[config.mk]
export PLATFORM = sky130hd
export DESIGN_NAME = pinmux_top
export DESIGN_NICKNAME = d
export VERILOG_FILES = /design/src/pinmux_pkg.sv /design/src/pinmux_top.sv /design/src/sample_tick.sv /design/src/input_qual.sv
export SDC_FILE = /design/constraint.sdc
export NUM_CORES = 1
export LEC_CHECK = 0
export ABC_CLOCK_PERIOD_IN_PS = 4600
export BUFFER_PORTS_ARGS = -buffer_cell sky130_fd_sc_hd__buf_2
export CORE_MARGIN = 4
export CORE_UTILIZATION = 45
export CTS_CLUSTER_DIAMETER = 200
export DETAILED_ROUTE_END_ITERATION = 7
export MAX_ROUTING_LAYER = met4
export PLACE_DENSITY = 0.74
export SLEW_MARGIN = 20
export SYNTH_ARGS = -nofsm -noshare
export SYNTH_HDL_FRONTEND = slang
export SYNTH_SLANG_ARGS = --single-unit
[constraint.sdc]
create_clock -name CLK -period 4.6 [get_ports CLK]
set_input_delay 1.38 -clock CLK [delete_from_list [all_inputs] [get_ports CLK]]
set_output_delay 1.38 -clock CLK [all_outputs]
set_load 0.05 [all_outputs]
[src/pinmux_pkg.sv]
// Package: register map, field layout, codes and timing constants of the pin mux block
package pinmux_pkg;
   // ****************************************
   // Register byte offsets
   // ****************************************
   localparam logic [7:0] OFS_A_FSEL_HIGH = 8'h00;
   localparam logic [7:0] OFS_B_FSEL_LOW = 8'h04;
   localparam logic [7:0] OFS_B_FSEL_HIGH = 8'h08;
   localparam logic [7:0] OFS_A_PERIOD = 8'h0c;
   localparam logic [7:0] OFS_B_PERIOD = 8'h10;
   localparam logic [7:0] OFS_A_QSEL_HIGH = 8'h14;
   localparam logic [7:0] OFS_B_QSEL = 8'h18;
   localparam logic [7:0] OFS_PROTECT = 8'h1c;
   localparam logic [7:0] OFS_PIN_STATE = 8'h20;
   // ****************************************
   // Field layout and reset values
   // ****************************************
   localparam int FSEL_W = 2;
   localparam int PERIOD_W = 8;
   localparam int NPINS = 6;
   localparam logic [5:0] FSEL_USED_MASK = 6'h3f;
   localparam logic [7:0] PERIOD_B_MASK = 8'hff;
   localparam logic [31:0] RESET_WORD = 32'h0000_0000;
   localparam logic [1:0] FSEL_GPIO = 2'h0;
   localparam logic [1:0] FSEL_ALT1 = 2'h1;
   localparam logic [1:0] FSEL_ALT2 = 2'h2;
   localparam logic [1:0] FSEL_ALT3 = 2'h3;
   localparam logic [1:0] QSEL_SYNC = 2'h0;
   localparam logic [1:0] QSEL_THREE = 2'h1;
   localparam logic [1:0] QSEL_SIX = 2'h2;
   localparam logic [1:0] QSEL_ASYNC = 2'h3;
   localparam int SAMPLES_THREE = 3;
   localparam int SAMPLES_SIX = 6;
   localparam int PRESCALE_W = 9;
   // ****************************************
   // Timing: one system clock period per period unit
   // ****************************************
   localparam int CLK_PERIOD_NS = 10;
   localparam int SYS_PERIOD_NS = 10;
   localparam int UNIT_CYCLES = (SYS_PERIOD_NS + CLK_PERIOD_NS - 1) / CLK_PERIOD_NS;
endpackage : pinmux_pkg

[src/pinmux_top.sv]
// Top: AHB-Lite register file, function mux and input qualification for six pins
// Overview of operation
// - Pin 16 field bits 1-0, GPIO/MOSI/CANtx/TZ5
// - Pin 17 field bits 3-2, GPIO/MISO/CANrx/TZ6
// - Pin 18 field bits 5-4, GPIO/SCLK/UARTtx/TZ1
// - Pin 32 bits 1-0, GPIO/SDA/syncin/SOCA
// - Pin 33 bits 3-2, GPIO/SCL/syncout/SOCB
// - Pin 34 only GPIO; upper bits 5-4 are written and read back, other codes leave it undriven
// - Function fields reset to GPIO
// - Port B high mux register all reserved
// - Port A four 8-bit period fields
// - Zero one clock, n gives 2n
// - Period applies to 3/6 sample windows
// - Sample count comes from select registers
// - Port B period bits 7-0 only
// - Writes below the enable register need protected write enable set
// - Select codes: sync, three, six, async
module pinmux_top
   import pinmux_pkg::*;
(
   // Clock and reset
   input wire logic CLK,
   input wire logic SRST,
   // AHB-Lite slave
   input wire logic HSEL,
   input wire logic [31:0] HADDR,
   input wire logic [1:0] HTRANS,
   input wire logic HWRITE,
   input wire logic [2:0] HSIZE,
   input wire logic [31:0] HWDATA,
   input wire logic HREADY,
   output logic [31:0] HRDATA,
   output logic HREADYOUT,
   output logic HRESP,
   // Pads: index 0..5 = pins 16,17,18,32,33,34
   input wire logic [NPINS-1:0] PAD_IN,
   output logic [NPINS-1:0] PAD_OUT,
   output logic [NPINS-1:0] PAD_OE,
   // General-purpose side
   input wire logic [NPINS-1:0] GPIO_OUT,
   input wire logic [NPINS-1:0] GPIO_DIR,
   output logic [NPINS-1:0] GPIO_IN,
   // SPI-A
   input wire logic SPI_A_MOSI_OUT,
   input wire logic SPI_A_MOSI_OE,
   output logic SPI_A_MOSI_IN,
   input wire logic SPI_A_MISO_OUT,
   input wire logic SPI_A_MISO_OE,
   output logic SPI_A_MISO_IN,
   input wire logic SPI_A_SCLK_OUT,
   input wire logic SPI_A_SCLK_OE,
   output logic SPI_A_SCLK_IN,
   // CAN-B, UART-B
   input wire logic CAN_B_TRANSMIT,
   output logic CAN_B_RECEIVE,
   input wire logic UART_B_TRANSMIT,
   // Trip zones
   output logic TRIP_ZONE_IN_1,
   output logic TRIP_ZONE_IN_5,
   output logic TRIP_ZONE_IN_6,
   // I2C-A, open drain: drives low only
   input wire logic I2C_A_SDA_OE,
   output logic I2C_A_SDA_IN,
   input wire logic I2C_A_SCL_OE,
   output logic I2C_A_SCL_IN,
   // PWM sync and ADC triggers
   output logic PWM_SYNC_INPUT,
   input wire logic PWM_SYNC_OUTPUT,
   input wire logic ADC_CONVERSION_START_A_OUT,
   input wire logic ADC_CONVERSION_START_B_OUT
);
   // ****************************************
   // State
   // ****************************************
   typedef struct packed
   {
      logic [31:0] rdata;
      logic [7:0] addr;
      logic wr_pend;
      logic prot_en;
      logic [5:0] fsel_a;
      logic [5:0] fsel_b;
      logic [31:0] period_a;
      logic [7:0] period_b;
      logic [5:0] qsel_a;
      logic [5:0] qsel_b;
      logic [NPINS-1:0] pad_out;
      logic [NPINS-1:0] pad_oe;
      logic [NPINS-1:0] gpio_in;
      logic spi_mosi_in;
      logic spi_miso_in;
      logic spi_sclk_in;
      logic can_rx;
      logic tz1;
      logic tz5;
      logic tz6;
      logic sda_in;
      logic scl_in;
      logic sync_in;
   } top_s;
   top_s st_r;
   top_s st_nxt;

   logic tick_a;
   logic tick_b;
   logic [NPINS-1:0] q_val;
   logic [1:0] fsel [NPINS];
   logic [1:0] qsel [NPINS];
   logic [NPINS-1:0] alt_out;
   logic [NPINS-1:0] alt_oe;
   logic addr_phase;
   logic prot_wr;

   // ****************************************
   // Qualification sampling
   // ****************************************
   // Pins 16-18 share the period field at bits 23-16
   sample_tick u_tick_a
   (
      .clk(CLK),
      .srst(SRST),
      .period(st_r.period_a[23:16]),
      .tick(tick_a)
   );

   sample_tick u_tick_b
   (
      .clk(CLK),
      .srst(SRST),
      .period(st_r.period_b),
      .tick(tick_b)
   );

   always_comb
   begin
      for (int i = 0; i < 3; i++)
      begin
         fsel[i] = st_r.fsel_a[2*i +: 2];
         fsel[i+3] = st_r.fsel_b[2*i +: 2];
         qsel[i] = st_r.qsel_a[2*i +: 2];
         qsel[i+3] = st_r.qsel_b[2*i +: 2];
      end
   end

   genvar g;
   generate
      for (g = 0; g < NPINS; g++)
      begin : g_qual
         input_qual u_qual
         (
            .clk(CLK),
            .srst(SRST),
            .tick((g < 3) ? tick_a : tick_b),
            .qsel(qsel[g]),
            .is_gpio(fsel[g] == FSEL_GPIO),
            .pad_in(PAD_IN[g]),
            .value(q_val[g])
         );
      end
   endgenerate

   // ****************************************
   // Output routing
   // ****************************************
   always_comb
   begin
      alt_out = '0;
      alt_oe = '0;
      unique case (fsel[0])
         FSEL_ALT1:
         begin
            alt_out[0] = SPI_A_MOSI_OUT;
            alt_oe[0] = SPI_A_MOSI_OE;
         end
         FSEL_ALT2:
         begin
            alt_out[0] = CAN_B_TRANSMIT;
            alt_oe[0] = 1'b1;
         end
         default: alt_oe[0] = 1'b0;
      endcase
      if (fsel[1] == FSEL_ALT1)
      begin
         alt_out[1] = SPI_A_MISO_OUT;
         alt_oe[1] = SPI_A_MISO_OE;
      end
      unique case (fsel[2])
         FSEL_ALT1:
         begin
            alt_out[2] = SPI_A_SCLK_OUT;
            alt_oe[2] = SPI_A_SCLK_OE;
         end
         FSEL_ALT2:
         begin
            alt_out[2] = UART_B_TRANSMIT;
            alt_oe[2] = 1'b1;
         end
         default: alt_oe[2] = 1'b0;
      endcase
      unique case (fsel[3])
         FSEL_ALT1: alt_oe[3] = I2C_A_SDA_OE;
         FSEL_ALT3:
         begin
            alt_out[3] = ADC_CONVERSION_START_A_OUT;
            alt_oe[3] = 1'b1;
         end
         default: alt_oe[3] = 1'b0;
      endcase
      unique case (fsel[4])
         FSEL_ALT1: alt_oe[4] = I2C_A_SCL_OE;
         FSEL_ALT2:
         begin
            alt_out[4] = PWM_SYNC_OUTPUT;
            alt_oe[4] = 1'b1;
         end
         FSEL_ALT3:
         begin
            alt_out[4] = ADC_CONVERSION_START_B_OUT;
            alt_oe[4] = 1'b1;
         end
         default: alt_oe[4] = 1'b0;
      endcase
      // Pin 34 has no peripheral; reserved codes leave it undriven
   end

   // ****************************************
   // Bus and registers
   // ****************************************
   assign addr_phase = HSEL && HREADY && HTRANS[1];
   // Protected registers: every offset below the enable register
   assign prot_wr = st_r.wr_pend && (st_r.addr < OFS_PROTECT);

   always_comb
   begin
      st_nxt = st_r;
      st_nxt.wr_pend = 1'b0;
      if (st_r.wr_pend)
      begin
         if (st_r.addr == OFS_PROTECT)
            st_nxt.prot_en = HWDATA[0];
         // Writes are dropped silently unless the enable is set
         if (prot_wr && st_r.prot_en)
         begin
            unique case (st_r.addr)
               OFS_A_FSEL_HIGH: st_nxt.fsel_a = HWDATA[5:0];
               OFS_B_FSEL_LOW: st_nxt.fsel_b = HWDATA[5:0] & FSEL_USED_MASK;
               OFS_A_PERIOD: st_nxt.period_a = HWDATA;
               OFS_B_PERIOD: st_nxt.period_b = HWDATA[7:0] & PERIOD_B_MASK;
               OFS_A_QSEL_HIGH: st_nxt.qsel_a = HWDATA[5:0];
               OFS_B_QSEL: st_nxt.qsel_b = HWDATA[5:0];
               default: st_nxt.wr_pend = 1'b0;
            endcase
         end
      end
      if (addr_phase)
      begin
         st_nxt.addr = HADDR[7:0];
         st_nxt.wr_pend = HWRITE;
         st_nxt.rdata = RESET_WORD;
         if (!HWRITE)
         begin
            // Reads the updated copy, so a write in its data phase is not missed by the next read
            unique case (HADDR[7:0])
               OFS_A_FSEL_HIGH: st_nxt.rdata = {26'h0, st_nxt.fsel_a};
               OFS_B_FSEL_LOW: st_nxt.rdata = {26'h0, st_nxt.fsel_b};
               OFS_A_PERIOD: st_nxt.rdata = st_nxt.period_a;
               OFS_B_PERIOD: st_nxt.rdata = {24'h0, st_nxt.period_b};
               OFS_A_QSEL_HIGH: st_nxt.rdata = {26'h0, st_nxt.qsel_a};
               OFS_B_QSEL: st_nxt.rdata = {26'h0, st_nxt.qsel_b};
               OFS_PROTECT: st_nxt.rdata = {31'h0, st_nxt.prot_en};
               OFS_PIN_STATE: st_nxt.rdata = {26'h0, q_val};
               default: st_nxt.rdata = RESET_WORD;
            endcase
         end
      end
      // Pad drive and peripheral inputs
      for (int i = 0; i < NPINS; i++)
      begin
         if (fsel[i] == FSEL_GPIO)
         begin
            st_nxt.pad_out[i] = GPIO_OUT[i];
            st_nxt.pad_oe[i] = GPIO_DIR[i];
         end
         else
         begin
            st_nxt.pad_out[i] = alt_out[i];
            st_nxt.pad_oe[i] = alt_oe[i];
         end
      end
      st_nxt.gpio_in = q_val;
      // Unselected peripherals see their idle level
      st_nxt.spi_mosi_in = (fsel[0] == FSEL_ALT1) ? q_val[0] : 1'b0;
      st_nxt.tz5 = (fsel[0] == FSEL_ALT3) ? q_val[0] : 1'b1;
      st_nxt.spi_miso_in = (fsel[1] == FSEL_ALT1) ? q_val[1] : 1'b0;
      st_nxt.can_rx = (fsel[1] == FSEL_ALT2) ? q_val[1] : 1'b1;
      st_nxt.tz6 = (fsel[1] == FSEL_ALT3) ? q_val[1] : 1'b1;
      st_nxt.spi_sclk_in = (fsel[2] == FSEL_ALT1) ? q_val[2] : 1'b0;
      st_nxt.tz1 = (fsel[2] == FSEL_ALT3) ? q_val[2] : 1'b1;
      st_nxt.sda_in = (fsel[3] == FSEL_ALT1) ? q_val[3] : 1'b1;
      st_nxt.sync_in = (fsel[3] == FSEL_ALT2) ? q_val[3] : 1'b0;
      st_nxt.scl_in = (fsel[4] == FSEL_ALT1) ? q_val[4] : 1'b1;
   end

   always_ff @(posedge CLK)
   begin
      if (SRST)
      begin
         st_r <= '0;
         st_r.tz1 <= 1'b1;
         st_r.tz5 <= 1'b1;
         st_r.tz6 <= 1'b1;
         st_r.can_rx <= 1'b1;
         st_r.sda_in <= 1'b1;
         st_r.scl_in <= 1'b1;
      end
      else
      begin
         st_r <= st_nxt;
      end
   end

   // ****************************************
   // Outputs
   // ****************************************
   assign HRDATA = st_r.rdata;
   assign HREADYOUT = 1'b1;
   assign HRESP = 1'b0;
   assign PAD_OUT = st_r.pad_out;
   assign PAD_OE = st_r.pad_oe;
   assign GPIO_IN = st_r.gpio_in;
   assign SPI_A_MOSI_IN = st_r.spi_mosi_in;
   assign SPI_A_MISO_IN = st_r.spi_miso_in;
   assign SPI_A_SCLK_IN = st_r.spi_sclk_in;
   assign CAN_B_RECEIVE = st_r.can_rx;
   assign TRIP_ZONE_IN_1 = st_r.tz1;
   assign TRIP_ZONE_IN_5 = st_r.tz5;
   assign TRIP_ZONE_IN_6 = st_r.tz6;
   assign I2C_A_SDA_IN = st_r.sda_in;
   assign I2C_A_SCL_IN = st_r.scl_in;
   assign PWM_SYNC_INPUT = st_r.sync_in;
endmodule : pinmux_top

[src/sample_tick.sv]
// Sample strobe divider: one pulse per programmed qualification period
module sample_tick
   import pinmux_pkg::*;
(
   // Clock and reset
   input wire logic clk,
   input wire logic srst,
   // Period field
   input wire logic [PERIOD_W-1:0] period,
   // Strobe out
   output logic tick
);
   typedef struct packed
   {
      logic [PRESCALE_W-1:0] cnt;
      logic tick;
   } tick_s;
   tick_s st_r;
   tick_s st_nxt;
   logic [PRESCALE_W-1:0] limit;

   always_comb
   begin
      // Zero means every clock; n means 2n clocks
      limit = (period == '0) ? PRESCALE_W'(UNIT_CYCLES - 1) : PRESCALE_W'({period, 1'b0} - 1'b1);
      st_nxt = st_r;
      st_nxt.tick = 1'b0;
      if (st_r.cnt >= limit)
      begin
         st_nxt.cnt = '0;
         st_nxt.tick = 1'b1;
      end
      else
      begin
         st_nxt.cnt = st_r.cnt + 1'b1;
      end
   end

   always_ff @(posedge clk)
   begin
      if (srst)
         st_r <= '0;
      else
         st_r <= st_nxt;
   end

   assign tick = st_r.tick;
endmodule : sample_tick

[src/input_qual.sv]
// Per-pin input synchroniser and 3 or 6 sample qualifier
module input_qual
   import pinmux_pkg::*;
(
   // Clock and reset
   input wire logic clk,
   input wire logic srst,
   // Controls
   input wire logic tick,
   input wire logic [1:0] qsel,
   input wire logic is_gpio,
   // Pin level
   input wire logic pad_in,
   // Result
   output logic value
);
   typedef struct packed
   {
      logic s1;
      logic s2;
      logic [SAMPLES_SIX-1:0] hist;
      logic qual;
   } qual_s;
   qual_s st_r;
   qual_s st_nxt;
   logic [SAMPLES_SIX-1:0] win;
   logic all_hi;
   logic all_lo;

   always_comb
   begin
      st_nxt = st_r;
      st_nxt.s1 = pad_in;
      st_nxt.s2 = st_r.s1;
      win = '1;
      if (qsel == QSEL_THREE)
         win = {{(SAMPLES_SIX-SAMPLES_THREE){1'b0}}, {SAMPLES_THREE{1'b1}}};
      all_hi = ((st_r.hist & win) == win);
      all_lo = ((st_r.hist & win) == '0);
      if (tick)
         st_nxt.hist = {st_r.hist[SAMPLES_SIX-2:0], st_r.s2};
      // Change only when the whole window agrees
      if (all_hi)
         st_nxt.qual = 1'b1;
      else if (all_lo)
         st_nxt.qual = 1'b0;
   end

   always_ff @(posedge clk)
   begin
      if (srst)
         st_r <= '0;
      else
         st_r <= st_nxt;
   end

   always_comb
   begin
      unique case (qsel)
         QSEL_THREE, QSEL_SIX: value = st_r.qual;
         QSEL_ASYNC: value = is_gpio ? st_r.s2 : pad_in;
         default: value = st_r.s2;
      endcase
   end
endmodule : input_qual

* Word-level counts from Yosys, hierarchy flattened
Index checks and enable logic that the tools add are counted.
** Word-level totals
- Bits of input ports :: 105
- Logic and storage cells :: 241
- Flip-flop bits (word level) :: 208
- Output and inout port bits :: 62
** Operators by class
- Add/sub/neg operators :: 4
- Order comparisons :: 3
- Bitwise logic cells :: 17
- Mux-type cells :: 66
- Eq/ne operators :: 52
- Reductions and logical operators :: 46
** Operators with widths (number)
- 32-bit one-hot mux with 8 select lines :: 1
- 65-bit two-way mux :: 1
- 8-bit by 5-bit == test with 1-bit output (second input constant) :: 8
- 32-bit two-way mux :: 2
- 64-bit two-way mux :: 1
- 6-bit two-way mux :: 10
- 2-bit == test (second input constant) :: 22
- 2-bit OR reduction :: 20
- 6-bit bitwise AND :: 6
- 6-bit == test :: 6
- 6-bit zero test :: 6
- 1-bit two-way mux :: 35
- 8-bit zero test :: 4
- 1-bit one-hot mux with 2 select lines :: 13
- 2-bit by 1-bit == test with 1-bit output (second input constant) :: 11
- 9-bit by 1-bit adder with 9-bit output (second input constant) :: 2
- 9-bit greater-or-equal comparator :: 2
- 9-bit two-way mux :: 2
- 9-bit by 1-bit subtractor with 9-bit output (second input constant) :: 2
- 8-bit by 3-bit == test with 1-bit output (second input constant) :: 2
- 8-bit by 4-bit == test with 1-bit output (second input constant) :: 2
- 2-bit zero test :: 6
- 2-bit nonzero test :: 6
- 1-bit inverter :: 11
- other kinds (4) :: 7

* Depth between registers and ports, before layout
- Word-level depth :: 7
- Gate-level depth with buffers :: 11
- Depth with buffers taken out :: 11

* By module
A second synthesis with hierarchy kept.
** Second synthesis, totals
- Cell total of the unflattened synthesis :: 1022
- Area, all modules :: 9795.6 um2
** By module, submodules not included
- pinmux_top :: seq. area each 2682.6 um2, instances 1, area each 5761.8 um2, cells an instance 590
- input_qual :: seq. area each 180.2 um2, instances 6, area each 416.6 um2, cells an instance 42
- sample_tick :: seq. area each 200.2 um2, instances 2, area each 767.0 um2, cells an instance 90

* Worst setup path before layout
No wires, ideal clock.
- Path kind :: in2reg
- Start point :: input port HADDR[3]
- End point :: register st_r (netlist bit HRDATA[0])
- Library setup time :: 125 ps
- Arrival time :: 2665 ps
- Path slack :: 1810 ps
- Stages :: 6
- Path buffers :: 1
- Required time :: 4475 ps
- Cells stage by stage :: nor4bb_2 -> and2_1 -> buf_2 -> and3_1 -> a2111o_1 -> o41a_1
** On the way
- Cells in the longest elaborated chain, start to end :: 3
- Elaborated cells between the ends (all ways) :: 10
- Those cells by class :: eq/ne: 7; mux: 2; reduce/logical: 1
** Ends and longest elaborated chain
- start, declared :: RTL line pinmux_top.sv:26 : input wire logic [31:0] HADDR,
- 8-bit by 6-bit == test with 1-bit output, or another cell as far along :: RTL line pinmux_top.sv:263 : unique case (HADDR[7:0])
- 32-bit one-hot mux with 8 select lines (*) :: RTL line pinmux_top.sv:263
- 32-bit two-way mux (*) :: RTL line pinmux_top.sv:260 : if (!HWRITE)
- end signal, assigned :: RTL line pinmux_top.sv:318 : st_r <= st_nxt;
- end, declared :: RTL line pinmux_top.sv:101 : top_s st_r;
Mark *: on every way between the ends. The rest lies on a longest branch, timed or not.
A chain may end at the register's enable or synchronous reset.

* Worst setup path in the final report
- Start point :: register st_r[45] in the netlist's numbering
- End point :: register u_tick_b.st_r[7] in the netlist's numbering
** On the way
- Cells in the longest elaborated chain, start to end :: 4
- Elaborated cells between the ends (all ways) :: 5
- Those cells by class :: add/sub: 1; order compare: 1; mux: 1; reduce/logical: 2
** Ends and longest elaborated chain
- 9-bit by 1-bit subtractor with 9-bit output or 8-bit zero test (tied branches) :: RTL line sample_tick.sv:25 : limit = (period == '0) ? PRESCALE_W'(UNIT_CYCLES - 1) : PRESCALE_W'({period, 1'b0} - 1'b1);
- 9-bit two-way mux (*) :: RTL line sample_tick.sv:25
- 9-bit greater-or-equal comparator (*) :: RTL line sample_tick.sv:28 : if (st_r.cnt >= limit)
- 2-bit OR reduction (no source line) (*)
- end signal, assigned :: RTL line sample_tick.sv:44 : st_r <= st_nxt;
- end, declared :: RTL line sample_tick.sv:18 : tick_s st_r;
Marks and branches as above.

==> metrics.txt <==
status=completed; setup_tns=0 ns; Fin Hold WS=0.440 ns; crit share post-route=0.622; global-route wire length before repair=35,500 um; Netlist cell types=68; clk slew on worst S/H paths=0.06 ns; chip width=154 um; Adder-Cell Fraction of Synth Area=0.0651; cell taking the most area after synthesis=dfxtp_1; Root Driver=clkbuf_16; max-slew violations=0; Worst slew margin=0.297; CP max FO=8; Detailed Routing Iterations Pass 1=5; global-route usage over all layers=0.182; DP Cell Count=1,328; I/O pin total=167; vias=7,416; Final Core Density=0.516; Post-Syn Instances=1,003; synthesized flop and latch total=208; maximum clock insertion buffer count=3; CP startpoint kind=flip-flop; kind of critical path=flip-flop to flip-flop; Final Skew=0.0134 ns; register area share after synthesis=0.433; final hold violation count=0; VDD IR max=306 uV; Skew-Pair Late Insertion Delay=0.50 ns; commonest non-fill, non-tap cell in the layout=dfxtp_1; post_cts resized=0; Iter 0 DRT Violations=538; ys flop type=dfxtp_1; antenna cell count=0; vias in the first global route=7,168; crit path DAT=3.26 ns; Pleak=4.80 nW; post-DR vias/cell=5.43; final non-filler cell total=1,367; die area=23,800 um2; post-synthesis mux area share=0.113; Setup violations, final=0; initial antenna violation count=0; Detailed Route WL=21,700 um; GRT overflow=0; post-synthesis compound-gate area fraction=0.128; Power Dens Cells=345 nW/um2; max-cap check violation count=0; Core Box Area=21,000 um2; Num CTS Buffers=22; setup bufs post-CTS=0; Antenna Nets Post-Route=0; CP Data Required Time=5.00 ns; Mapped Area=9610 um2; most frequent cells in the layout=208 x dfxtp_1, 135 x buf_2, 129 x nor2_1; post-synthesis average cell area=9.58 um2; YS warnings=0; port bufs=136; Hold Crit Class=flip-flop to flip-flop; share of layout cells above drive strength 1=0.185; post-synth top area share=0.433; simple-gate share of the synthesized area=0.169; Async S/R FF share, synth=0; CP endpoint kind=flip-flop; Initial Util=0.457; # H-tree levels=1; hpwl dp=15,400 um; drt drc=0; fin nets=1,232; synthesis-to-finish area growth=12.9%; top cells by area, synth=dfxtp_1 43%, mux2i_1 10%, ha_1 6.5%; chip height=154 um; Final Critical Period=2.86 ns; XOR/XNOR Fraction of Synth Area=0.0201; Worst Tran Pin Value=1.05 ns; clock sink count=208; main combinational cell family by area after synthesis=simple AND/OR/NAND/NOR gates; TritonCTS clock tree=built; Fmax=350 MHz; wire length per cell=15.9 um; hold-fix buffers at CTS=0; Rows=53; routability cong.=0.872; largest net degree at the start of global routing=56; syn_nets=1,158; RSZ-0062 raised after global routing=no; number of synthesized flops with an enable pin=0
[flip-flops by register name, summed over array words and instances (netlist names), 6 cells and up]
register              cells
PAD_OUT                   6
st_r                     50
GPIO_IN                   6
fsel                     12
g_qual.u_qual.st_nxt      6
u_tick_a.st_r             9
qsel                     12
u_tick_b.st_r             9
PAD_OE                    6
g_qual.u_qual.st_r       48
HRDATA                   32
[kinds of logic (layout without fill, tap and decap cells)]
group / Yosys count / count (layout)
and+or+nand+nor: 323 / 323
muxes: 107 / 107
buffers and inverters: 123 / 212
xor gates and xnor gates: 22 / 22
adders and majority gates: 50 / 50
other: 2 / 2
DFF: 208 / 208
AOI/OAI and AO/OA: 168 / 168
[area by class of cell]
| cell class | instances | area (um2) |
|---|---|---|
| clock inverter | 6 | 45.0 |
| tap | 275 | 344 |
| fill | 1910 | 10200 |
| inverter | 30 | 113 |
| sequential | 208 | 4160 |
| multi-input combinational | 672 | 4770 |
| timing repair buffer | 143 | 736 |
| clock buffer | 33 | 683 |
[per-layer routing]
layer  up-vias  wire length, um  track usage
met1      3485            10100        0.248
li1       3658                -            -
met4         0              483       0.0416
met2       234             9510        0.277
met5         -                0            -
met3        39             1690       0.0425
[critical path: stages (launching register included)]
cell and delay (ns):
dfxtp_1 0.35, nor4_1 0.41, nand2b_1 0.12, nand3b_1 0.32, ha_1 0.35, nand2b_1 0.14, a21o_1 0.17, a21o_1 0.19
a311o_1 0.47, a211oi_1 0.26
[power breakdown]
group | internal (mW) | total [mW] | switching [mW] | leakage, nW
combinational | 0.0569 | 0.167 | 0.110 | 2.76
sequential | 1.82 | 1.84 | 0.0164 | 1.68
clock | 1.03 | 1.74 | 0.709 | 0.356
[synthesized netlist by cell type (3+ instances only)]
cell	number
a211oi_1	18
o31ai_1	5
o22ai_1	9
nor4b_1	6
a22oi_1	3
ha_1	50
mux2i_1	96
nor3_1	18
buf_1	11
and3_1	8
a21oi_1	41
a21o_1	13
a31o_2	3
buf_4	54
a31oi_1	8
xnor2_1	5
o221ai_1	5
o211ai_1	3
nand4_1	6
nand2b_1	6
mux2_2	9
nor2b_1	16
a32o_1	26
clkbuf_1	21
o21ai_0	10
buf_2	6
o22a_1	4
a221oi_1	3
nor3b_1	5
xor2_1	17
nor4_1	5
nor2_1	129
and2_1	20
nand2_1	60
nand3_1	25
inv_1	30
dfxtp_1	208
[stage by stage]
stage | total power, mW | worst slack [ns] | instance area (um2)
2_1_floorplan | 1.98 | 1.81 | 9610
3_3_place_gp | 2.04 | 1.36 | 10100
3_5_place_dp | 2.04 | 1.38 | 10100
4_1_cts | 3.78 | 1.73 | 10900
5_1_grt | 3.87 | 1.53 | 10900
6_report | 3.74 | 1.74 | 10900
[path summary, 6_finish.rpt]
path | startpoint | cells after the start | end | slack, ns
hold / removal | g_qual[3].u_qual.st_nxt[7]$_SDFF_PP0_ | 1 | g_qual[3].u_qual.st_r[7]$_SDFF_PP0_ | 0.44
hold reg to reg | g_qual[3].u_qual.st_nxt[7]$_SDFF_PP0_ | 1 | g_qual[3].u_qual.st_r[7]$_SDFF_PP0_ | 0.44
setup / recovery | st_r[45]$_SDFF_PP0_ | 9 | u_tick_b.st_r[7]$_SDFF_PP0_ | 1.74
setup reg to reg | st_r[45]$_SDFF_PP0_ | 9 | u_tick_b.st_r[7]$_SDFF_PP0_ | 1.74
(Power assumes the default switching activity.)
